### src/core/led_pwm_cfg.svh
// register map, field positions, reset values and timing for the pwm block
`ifndef LED_PWM_CFG_SVH
`define LED_PWM_CFG_SVH
// register addresses
`define ADDR_INPUT_LEVELS 8'h00
`define ADDR_PHASE_ZERO 8'h01
`define ADDR_PORT_DIR 8'h03
`define ADDR_PHASE_ONE 8'h09
`define ADDR_MASTER 8'h0e
`define ADDR_CONFIG 8'h0f
`define ADDR_INDIV_BASE 8'h10
`define ADDR_INDIV_LAST 8'h13
// configuration bits
`define CFG_BLINK_EN 0
`define CFG_BLINK_FLIP 1
`define CFG_GLOBAL 2
`define CFG_INT_EN 3
`define CFG_NINTH_PH0 4
`define CFG_NINTH_PH1 5
`define CFG_WIDTH 6
// reset values
`define RST_PHASE 8'hff
`define RST_DIR 8'hff
`define RST_MASTER 8'h00
`define RST_CONFIG 6'h30
`define RST_INDIV 4'hf
// pwm step counts
`define SLOT_LAST 4'he
`define CYC_LAST 4'hf
`define INTENS_FULL 4'hf
// oscillator timing
`define CLOCK_HZ 250000000
`define OSC_HZ 32000
`endif

### src/core/led_pwm_pkg.sv
// shared types for the pwm output block
package led_pwm_pkg;
	typedef logic [7:0] reg_byte_t;
	typedef logic [3:0] nibble_t;
endpackage

### src/core/led_pwm_blink_output_control.sv
// pwm intensity and blink phase output logic with register port
`timescale 1ns/1ps
`include "led_pwm_cfg.svh"

module led_pwm_blink_output_control
#(
	parameter int OSC_DIV = `CLOCK_HZ / `OSC_HZ
)
(
	// clock and reset
	input wire logic clock_in,
	input wire logic srst_in,
	// register access port
	input wire led_pwm_pkg::reg_byte_t reg_addr_in,
	input wire led_pwm_pkg::reg_byte_t reg_wdata_in,
	input wire logic reg_wr_in,
	input wire logic reg_rd_in,
	output led_pwm_pkg::reg_byte_t reg_rdata_out,
	// open-drain ports
	input wire logic [7:0] port_in,
	output logic [7:0] port_out,
	output logic [7:0] port_oe_out,
	// ninth output pin
	output logic ninth_output_out,
	output logic ninth_output_oe_out,
	// status
	output logic pwm_running_out
);
	import led_pwm_pkg::*;

	// ****************************************
	// registers
	// ****************************************
	reg_byte_t phase0_reg;
	reg_byte_t phase1_reg;
	reg_byte_t dir_reg;
	reg_byte_t master_reg;
	logic [`CFG_WIDTH-1:0] cfg_reg;
	nibble_t indiv_reg [0:7];
	reg_byte_t rdata_reg;
	reg_byte_t rdata_next;
	logic [7:0] in_meta_reg;
	logic [7:0] in_sync_reg;
	logic [2:0] indiv_idx;

	assign indiv_idx = 3'((reg_addr_in - `ADDR_INDIV_BASE) << 1);

	always_ff @(posedge clock_in)
	begin
		in_meta_reg <= port_in;
		in_sync_reg <= in_meta_reg;
	end

	always_ff @(posedge clock_in)
	begin
		if (srst_in)
		begin
			phase0_reg <= `RST_PHASE;
			phase1_reg <= `RST_PHASE;
			dir_reg <= `RST_DIR;
			master_reg <= `RST_MASTER;
			cfg_reg <= `RST_CONFIG;
			for (int i = 0; i < 8; i++)
				indiv_reg[i] <= `RST_INDIV;
		end
		else if (reg_wr_in)
		begin
			case (reg_addr_in)
				`ADDR_PHASE_ZERO: phase0_reg <= reg_wdata_in;
				`ADDR_PHASE_ONE: phase1_reg <= reg_wdata_in;
				`ADDR_PORT_DIR: dir_reg <= reg_wdata_in;
				`ADDR_MASTER: master_reg <= reg_wdata_in;
				`ADDR_CONFIG: cfg_reg <= reg_wdata_in[`CFG_WIDTH-1:0];
				default:
					if (reg_addr_in >= `ADDR_INDIV_BASE &&
						reg_addr_in <= `ADDR_INDIV_LAST)
					begin
						indiv_reg[indiv_idx] <= reg_wdata_in[3:0];
						indiv_reg[indiv_idx + 3'h1] <= reg_wdata_in[7:4];
					end
			endcase
		end
	end

	always_comb
	begin
		rdata_next = 8'h00;
		case (reg_addr_in)
			`ADDR_INPUT_LEVELS: rdata_next = in_sync_reg;
			`ADDR_PHASE_ZERO: rdata_next = phase0_reg;
			`ADDR_PHASE_ONE: rdata_next = phase1_reg;
			`ADDR_PORT_DIR: rdata_next = dir_reg;
			`ADDR_MASTER: rdata_next = master_reg;
			`ADDR_CONFIG: rdata_next = {2'h0, cfg_reg};
			default:
				if (reg_addr_in >= `ADDR_INDIV_BASE &&
					reg_addr_in <= `ADDR_INDIV_LAST)
					rdata_next = {indiv_reg[indiv_idx + 3'h1],
						indiv_reg[indiv_idx]};
		endcase
	end

	// unmapped reads answer zero
	always_ff @(posedge clock_in)
	begin
		if (srst_in)
			rdata_reg <= 8'h00;
		else if (reg_rd_in)
			rdata_reg <= rdata_next;
	end

	// ****************************************
	// oscillator and step counters
	// ****************************************
	logic pwm_live;
	logic tick_reg;
	logic [12:0] div_cnt_reg;
	nibble_t slot_reg;
	nibble_t cyc_reg;
	logic period_end;
	logic run_act_reg;
	nibble_t master_act_reg;
	nibble_t ninth_act_reg;
	logic global_act_reg;
	nibble_t indiv_act_reg [0:7];

	assign pwm_live = master_reg[7:4] != 4'h0;
	assign period_end = tick_reg && slot_reg == `SLOT_LAST &&
		cyc_reg == `CYC_LAST;

	// gated divider, stopped when static
	// runs on to the period end so the shadow can drop to static
	always_ff @(posedge clock_in)
	begin
		if (srst_in || (!pwm_live && !run_act_reg))
		begin
			div_cnt_reg <= 13'h0000;
			tick_reg <= 1'b0;
		end
		else if (div_cnt_reg == 13'(OSC_DIV - 1))
		begin
			div_cnt_reg <= 13'h0000;
			tick_reg <= 1'b1;
		end
		else
		begin
			div_cnt_reg <= div_cnt_reg + 13'h0001;
			tick_reg <= 1'b0;
		end
	end

	always_ff @(posedge clock_in)
	begin
		if (srst_in || !run_act_reg)
		begin
			slot_reg <= 4'h0;
			cyc_reg <= 4'h0;
		end
		else if (tick_reg)
		begin
			cyc_reg <= cyc_reg + 4'h1;
			if (cyc_reg == `CYC_LAST)
				slot_reg <= (slot_reg == `SLOT_LAST) ? 4'h0 :
					slot_reg + 4'h1;
		end
	end

	// ****************************************
	// intensity shadow
	// ****************************************

	// load on every clock while static, and only at the period boundary while running
	always_ff @(posedge clock_in)
	begin
		if (srst_in)
		begin
			run_act_reg <= 1'b0;
			master_act_reg <= 4'h0;
			ninth_act_reg <= `RST_INDIV;
			global_act_reg <= 1'b0;
			for (int i = 0; i < 8; i++)
				indiv_act_reg[i] <= `RST_INDIV;
		end
		else if (!run_act_reg || period_end)
		begin
			run_act_reg <= pwm_live;
			master_act_reg <= master_reg[7:4];
			ninth_act_reg <= master_reg[3:0];
			global_act_reg <= cfg_reg[`CFG_GLOBAL];
			for (int i = 0; i < 8; i++)
				indiv_act_reg[i] <= indiv_reg[i];
		end
	end

	// ****************************************
	// per-output level and pwm gate
	// ****************************************
	logic [8:0] on_w;
	logic [8:0] level_w;
	nibble_t eff_w [0:8];
	logic blink_sel;

	assign blink_sel = cfg_reg[`CFG_BLINK_EN] && cfg_reg[`CFG_BLINK_FLIP];
	assign level_w[8] = blink_sel ? cfg_reg[`CFG_NINTH_PH1] :
		cfg_reg[`CFG_NINTH_PH0];

	genvar n;
	generate
		for (n = 0; n < 9; n++)
		begin : g_out
			if (n < 8)
			begin : g_port
				assign level_w[n] = blink_sel ? phase1_reg[n] :
					phase0_reg[n];
				assign eff_w[n] = global_act_reg ? ninth_act_reg :
					indiv_act_reg[n];
			end
			else
			begin : g_ninth
				assign eff_w[n] = ninth_act_reg;
			end
			// gate then duty, full is static
			assign on_w[n] = !run_act_reg || eff_w[n] == `INTENS_FULL ||
				(slot_reg < master_act_reg && cyc_reg <= eff_w[n]);
		end
	endgenerate

	// ****************************************
	// pin drive
	// ****************************************
	logic [7:0] oe_reg;
	logic ninth_oe_reg;

	always_ff @(posedge clock_in)
	begin
		if (srst_in)
		begin
			oe_reg <= 8'h00;
			ninth_oe_reg <= 1'b0;
		end
		else
		begin
			oe_reg <= (on_w[7:0] ^ level_w[7:0]) & ~dir_reg;
			// interrupt use of the pin releases it
			ninth_oe_reg <= (on_w[8] ^ level_w[8]) &&
				!cfg_reg[`CFG_INT_EN];
		end
	end

	// open drain: the data line only ever pulls low
	assign port_out = 8'h00 & oe_reg;
	assign ninth_output_out = 1'b0 & ninth_oe_reg;
	assign port_oe_out = oe_reg;
	assign ninth_output_oe_out = ninth_oe_reg;
	assign reg_rdata_out = rdata_reg;
	assign pwm_running_out = run_act_reg;
endmodule

### config.mk
export PLATFORM = sky130hd
export DESIGN_NAME = led_pwm_blink_output_control
export DESIGN_NICKNAME = d
export VERILOG_FILES = /design/src/core/led_pwm_pkg.sv /design/src/core/led_pwm_blink_output_control.sv
export VERILOG_INCLUDE_DIRS = /design/src /design/src/core
export SDC_FILE = /design/constraint.sdc
export NUM_CORES = 1
export LEC_CHECK = 0
export BUFFER_PORTS_ARGS = -buffer_cell sky130_fd_sc_hd__clkbuf_2
export CORE_AREA = 10 10 116 196
export CTS_BUF_LIST = sky130_fd_sc_hd__clkbuf_8
export CTS_CLUSTER_SIZE = 25
export DETAILED_ROUTE_END_ITERATION = 6
export DIE_AREA = 0 0 126 206
export HOLD_SLACK_MARGIN = 0.15
export SYNTH_ARGS = -nofsm -noshare
export SYNTH_HDL_FRONTEND = slang
export SYNTH_SLANG_ARGS = --single-unit
### constraint.sdc
create_clock -name clock_in -period 2.4 [get_ports clock_in]
set_input_delay 0.24 -clock clock_in [delete_from_list [all_inputs] [get_ports clock_in]]
set_output_delay 0.24 -clock clock_in [all_outputs]
set_load 0.05 [all_outputs]
Word level (Yosys, flattened, before mapping)

Memories as Yosys holds them, arrays and structs flattened.
Index checks and enable logic that the tools add are counted.
Widths: inputs -> output; s select.

Register bits after elaboration: 103
Bits in latches: 0
RAM bits: 64
Memory bits (read-only): 0
Input port bits: 28
Output and inout port bits: 27
Logic and storage cells: 162
Memories: 2

Memories:

| name          | words | width | rd ports | clocked after Yosys merged registers in | wr ports | line                                | source |
|---|---|---|---|---|---|---|---|
| indiv_act_reg | 8     | 4     | 8        | 0                                       | 8        | led_pwm_blink_output_control.sv:125 | `nibble_t indiv_act_reg [0:7];` |
| indiv_reg     | 8     | 4     | 10       | 0                                       | 8        | led_pwm_blink_output_control.sv:39  | `nibble_t indiv_reg [0:7];` |

Add/sub/neg operators: 5
$mul: 0
Div/mod/pow operators: 0
Magnitude comparators: 12
Eq/ne operators: 17
Shift-type cells: 0
Muxes and demuxes: 45
Bitwise gates (word level): 12
Reductions and logical operators: 51

Operators with widths:

| kind                  | count |
|---|---|
| $mux 4                | 19 |
| $pmux 8 s6            | 1 |
| $eq 4x4->1 const B    | 11 |
| $le 4x4->1            | 9 |
| $eq 8x4->1 const B    | 3 |
| $mux 1                | 22 |
| $logic_or 1x1->1      | 21 |
| $logic_and 1x1->1     | 15 |
| $add 13x1->13 const B | 1 |
| $eq 13x13->1 const B  | 1 |
| $reduce_and 2->1      | 6 |
| $add 4x1->4 const B   | 2 |
| $and 8x8->8           | 1 |
| $eq 8x1->1 const B    | 1 |
| $eq 8x2->1 const B    | 1 |
| $ge 8x5->1 const B    | 1 |
| $le 8x5->1 const B    | 1 |
| $logic_not 8->1       | 1 |
| $mux 8                | 1 |
| $not 8->8             | 1 |
| $or 1x1->1            | 8 |
| $reduce_or 4->1       | 2 |
| $xor 8x8->8           | 1 |
| $mux 3                | 2 |
| 8 further kinds       | 10 |

Longest topological paths before layout

Depth after elaboration: 9
Mapped depth: 10
Depth with buffers taken out: 8

Worst setup path before layout

OpenSTA, ideal clock, no wires.

Path kind: register to register
Start point: register cyc_reg[1]
End point: memory indiv_act_reg[0][10] in the netlist's numbering (data pin)
Setup time: 0.257 ns
Data arrival time: 1.971 ns
Data required time: 2.143 ns
Slack: 0.172 ns
Stages on the path, launching flop included: 10
Buffers on the path: 3
Period minus slack after synthesis: 2.228 ns
Cell sequence: dfxtp_1 > ha_1 > and4_1 > buf_2 > nand2_1 > o31ai_1 > nor2b_1 > buf_2 > buf_2 > nand2b_1

RTL lines:

| item                     | line                                | source |
|---|---|---|
| start: declaration       | led_pwm_blink_output_control.sv:119 | `nibble_t cyc_reg;` |
| start signal: assignment | led_pwm_blink_output_control.sv:161 | `cyc_reg <= cyc_reg + 4'h1;` |
| end: declaration         | led_pwm_blink_output_control.sv:125 |  |

Worst setup path in the final report

Start point: register global_act_reg
End point: register oe_reg[5] (netlist: port_oe_out[5])

Longest elaborated chain between the ends: 6
Elaborated cells on any way between the ends: 8
Classes of those cells: 1 x order compare; 1 x eq/ne; 1 x mux; 2 x bitwise; 3 x reduce/logical

Ends and longest elaborated chain:

| item                                                  | line                                | source |
|---|---|---|
| start: declaration                                    | led_pwm_blink_output_control.sv:124 | `logic global_act_reg;` |
| start signal: assignment                              | led_pwm_blink_output_control.sv:189 | `` global_act_reg <= cfg_reg[`CFG_GLOBAL]; `` |
| $mux 4 *                                              | led_pwm_blink_output_control.sv:215 | `assign eff_w[n] = global_act_reg ? ninth_act_reg :` |
| $le 4x4->1 or $eq 4x4->1 (tied branches)              | -                                   |  |
| $logic_and 1x1->1 or $logic_or 1x1->1 (tied branches) | -                                   |  |
| $logic_or 1x1->1 *                                    | led_pwm_blink_output_control.sv:223 | `` assign on_w[n] = !run_act_reg \|\| eff_w[n] == `INTENS_FULL \|\| `` |
| $xor 8x8->8 *                                         | led_pwm_blink_output_control.sv:243 | `oe_reg <= (on_w[7:0] ^ level_w[7:0]) & ~dir_reg;` |
| $and 8x8->8 *                                         | led_pwm_blink_output_control.sv:243 |  |
| end signal: assignment                                | led_pwm_blink_output_control.sv:243 |  |
| end: declaration                                      | led_pwm_blink_output_control.sv:231 | `logic [7:0] oe_reg;` |

Mark *: on every way between the ends. The rest lies on a longest branch, timed or not.
A chain may end at the register's enable or synchronous reset.

==> metrics.txt <==
# TYPE chip_impl_metric gauge
chip_impl_info{name="run_status",value="completed"} 1
chip_impl_metric{name="detail_route.first_pass.iterations",unit=""} 5
chip_impl_info{name="cts.root.buffer_cell",value="clkbuf_8"} 1
chip_impl_metric{name="drv_cap",unit=""} 0
chip_impl_info{name="critPathMostFrequentCell",value="mux2i_1"} 1
chip_impl_metric{name="power.static_leakage",unit="nW"} 3.54
chip_impl_metric{name="utilization_of_the_core_after_routing",unit="%"} 49.2
chip_impl_info{name="synth_top_cell_by_area",value="dfxtp_1"} 1
chip_impl_metric{name="syn_area_per_cell",unit="µm²"} 10.4
chip_impl_metric{name="postSynthRegisterBits",unit=""} 167
chip_impl_metric{name="layout_cell_share_with_drive_strength_beyond_1",unit="%"} 21.3
chip_impl_metric{name="floorplan.initialDensity",unit="%"} 43.8
chip_impl_metric{name="clk-insertion-delay-late",unit="ns"} 0.47
chip_impl_metric{name="p_int",unit="mW"} 4.25
chip_impl_metric{name="worst_r2r_path_depth",unit=""} 7
chip_impl_metric{name="critical_path.max_stage_delay",unit="ns"} 0.44
chip_impl_metric{name="core-area",unit="µm²"} 19600
chip_impl_metric{name="ctsHoldBuffers",unit=""} 8
chip_impl_metric{name="finalWeightedCongestion",unit=""} 0.849
chip_impl_metric{name="route.final.wire_length",unit="µm"} 22900
chip_impl_info{name="crit_slowest_cell",value="dfxtp_2"} 1
chip_impl_metric{name="synth_enable_flop_cells",unit=""} 64
chip_impl_info{name="crit-reg2reg-capture",value="port_oe_out[5]"} 1
chip_impl_metric{name="postLayoutSetupSlackWorst",unit="ns"} 0.297
chip_impl_metric{name="cts_resized",unit=""} 0
chip_impl_metric{name="hpwl",unit="µm"} 18000
chip_impl_metric{name="route.detailed.drc",unit=""} 0
chip_impl_info{name="synthMostInstantiatedCell",value="dfxtp_1"} 1
chip_impl_metric{name="synthArstFlopShare",unit="%"} 0
chip_impl_metric{name="arrival_time_of_the_worst_setup_path",unit="ns"} 2.47
chip_impl_info{name="timing.critical_path.to_type",value="register"} 1
chip_impl_metric{name="achievable_frequency",unit="MHz"} 476
chip_impl_info{name="cp-start-kind",value="register"} 1
chip_impl_info{name="synth_commonest_cells",value="dfxtp_1 (103), edfxtp_1 (64), nand2_1 (63)"} 1
chip_impl_metric{name="synth_top_area_share",unit="%"} 24.1
chip_impl_metric{name="cts_htree_levels",unit=""} 4
chip_impl_info{name="hp-class",value="in -> reg"} 1
chip_impl_metric{name="layout.filler_cells",unit=""} 1832
chip_impl_metric{name="fin_crit",unit="ns"} 2.10
chip_impl_info{name="synthTopCellsByArea",value="dfxtp_1 (24%), edfxtp_1 (22%), ha_1 (6.0%)"} 1
chip_impl_info{name="setup_repair_after_global_routing_missed_its_margin",value="false"} 1
chip_impl_metric{name="grt_max_degree",unit=""} 67
chip_impl_metric{name="worstPathMaxFanout",unit=""} 7
chip_impl_metric{name="ys_warn_count",unit=""} 0
chip_impl_metric{name="synth.distinct_cells",unit=""} 65
chip_impl_metric{name="groute.usage.overall",unit="%"} 17.8
chip_impl_metric{name="flop_to_flop_setup_slack",unit="ns"} 0.30
chip_impl_metric{name="syn-cell-area",unit="µm²"} 8560
chip_impl_metric{name="finalHoldViolCount",unit=""} 0
chip_impl_info{name="critPathKind",value="reg -> reg"} 1
chip_impl_info{name="cts_tree",value="done"} 1
chip_impl_info{name="worst_setup_path_endpoint",value="port_oe_out[5]"} 1
chip_impl_metric{name="die_w",unit="µm"} 126
chip_impl_metric{name="port_buffers",unit=""} 45
chip_impl_metric{name="synthesis.instances",unit=""} 821
chip_impl_metric{name="placedInstanceArea",unit="µm²"} 9130
chip_impl_info{name="worst_setup_path_start",value="global_act_reg"} 1
chip_impl_metric{name="cts.sink_count",unit=""} 167
chip_impl_metric{name="period_share",unit="%"} 87.6
chip_impl_metric{name="seq_area_frac_synth",unit="%"} 46.5
chip_impl_metric{name="cellPowerDensity",unit="nW/µm²"} 582
chip_impl_info{name="cp_cell_sequence",value="buf_4 > mux2i_1 > ha_1 > and4_1 > a21oi_1 > mux2i_1 > nand2_1"} 1
chip_impl_metric{name="cts_buffers",unit=""} 17
chip_impl_metric{name="required",unit="ns"} 2.77
chip_impl_metric{name="postCtsSetupBuffers",unit=""} 0
chip_impl_metric{name="antenna-diode-count",unit=""} 0
chip_impl_metric{name="viasPerCell",unit=""} 5.53
chip_impl_metric{name="setup_total_negative_slack",unit="ns"} 0
chip_impl_metric{name="seq_power_share",unit="%"} 54.7
chip_impl_metric{name="final_nets",unit=""} 949
chip_impl_metric{name="setup-violations-final",unit=""} 0
chip_impl_metric{name="route.antenna.remaining_nets",unit=""} 0
chip_impl_info{name="worstHoldStart",value="reg_wdata_in[2]"} 1
chip_impl_metric{name="clkPwrFrac",unit="%"} 37.5
chip_impl_metric{name="dieArea",unit="µm²"} 26000
chip_impl_metric{name="netSwitchingPower",unit="mW"} 1.34
chip_impl_metric{name="dr.first_iter.drc_count",unit=""} 374
chip_impl_metric{name="gr-total-overflow",unit=""} 0
chip_impl_metric{name="route.vias.total",unit=""} 6288
chip_impl_metric{name="area_of_all_placed_cells_without_fillers",unit="µm²"} 9620
chip_impl_metric{name="p_sw_share",unit="%"} 24.0
chip_impl_metric{name="power.combinational.fraction",unit="%"} 7.7
chip_impl_metric{name="vias_in_the_first_global_route",unit=""} 6360
chip_impl_metric{name="detail_route.wl_per_cell",unit="µm"} 20.1
chip_impl_info{name="synth-main-ff-cell",value="dfxtp_1"} 1
chip_impl_metric{name="ir_worst_vdd",unit="mV"} 0.588
chip_impl_metric{name="die_h",unit="µm"} 206
chip_impl_metric{name="clock-skew-final",unit="ns"} 0.0193
chip_impl_metric{name="floorplan.io_pins",unit=""} 55
chip_impl_metric{name="global_route_wire_length_before_repair",unit="µm"} 35900
chip_impl_info{name="critical_path.reg2reg.startpoint",value="global_act_reg"} 1
chip_impl_metric{name="post_placement_worst_setup_slack",unit="ns"} 0.301
chip_impl_metric{name="rows",unit=""} 68
chip_impl_metric{name="clk_buf_depth",unit=""} 2
chip_impl_metric{name="area.growth.synth_to_final",unit="%"} 12.4
chip_impl_metric{name="worst_pin_slew",unit="ns"} 0.570
chip_impl_metric{name="grt_antenna_before_repair",unit=""} 0
chip_impl_metric{name="maxSlewViolCount",unit=""} 0
chip_impl_metric{name="relative_slew_slack",unit="%"} 61.9
chip_impl_metric{name="clk_pin_slew",unit="ns"} 0.10
## layout by cell type, fill, tap and decap left out, types with 9 or more instances in the layout
cell type,netlist,layout
or2_2,44,44
nor2b_1,29,28
edfxtp_1,64,64
and3_1,14,14
clkbuf_8,0,19
clkbuf_2,0,45
mux2_2,12,12
buf_4,10,29
inv_1,22,24
mux2i_1,45,45
nand3_1,20,20
nand2_1,63,63
nand4_1,12,12
nand2b_1,38,38
a21oi_1,32,32
nor2_1,51,51
conb_1,1,9
xor2_1,9,9
o21ai_0,9,9
a211oi_1,13,13
a22oi_1,10,10
nand3b_1,9,9
a211o_1,21,21
ha_1,41,41
dfxtp_1,103,102
## per-layer routing
| layer | GRT usage [%] | up-vias | wire length [µm] |
|---|---|---|---|
| met5 | 0 | - | 0 |
| met4 | 12.1 | 0 | 1400 |
| met3 | 3.65 | 60 | 969 |
| met2 | 31.9 | 175 | 11900 |
| met1 | 18.2 | 2971 | 8580 |
| li1 | - | 3082 | - |
## through the flow
step                total power [mW]  hold slack, ns  cells
global route                    5.80           0.167   1138
detailed placement              3.56           0.314   1098
floorplan                       3.40           0.268    829
global placement                3.55           0.312   1098
CTS                             5.65           0.162   1138
finish                          5.60           0.188   1138
## worst min path at each step
stage / endpoint / cells past startpoint
after floorplan: in_meta_reg[0] / 0
after global placement: in_sync_reg[3] / 0
after detailed placement: in_sync_reg[4] / 0
after CTS: master_reg[2] / 3
after global routing: master_reg[6] / 3
final: master_reg[2] / 3
## cell type report
class	count	area [µm²]	share of cell area, %
multi-input combinational	585	4230	43.9
sequential	167	3990	41.4
tap	245	307	3.19
clock inverter	13	153	1.59
clock buffer	19	262	2.72
inverter	23	86.3	0.897
timing repair buffer	86	603	6.27
## power by group through the flow
stage | Sequential (mW) | Combinational, mW | Clock, mW
CTS | 3.07 | 0.436 | 2.15
floorplan | 3.12 | 0.278 | 0
detailed placement | 3.13 | 0.424 | 0
global placement | 3.13 | 0.420 | 0
global route | 3.07 | 0.472 | 2.26
finish | 3.07 | 0.434 | 2.10
## kinds of logic (layout without fill, tap and decap cells)
group	Yosys count	count (layout)	synth area share, %
AOI/OAI and AO/OA	129	129	11.1
xor gates and xnor gates	16	16	1.64
adders and majority gates	42	42	6.11
buffers and inverters	77	141	4.50
DFF	167	167	46.5
muxes	65	65	8.94
other	1	9	0.0438
and+or+nand+nor	324	324	21.2
## worst max-delay path, delay by kind of cell (launching register included)
kind	cells	cell delay, ns
and+or+nand+nor	2	0.27
AOI/OAI and AO/OA	1	0.30
adders and majority gates	1	0.29
buffers and inverters	1	0.21
DFF	1	0.44
muxes	2	0.50
Note: power is estimated with default switching activity, not from simulation.
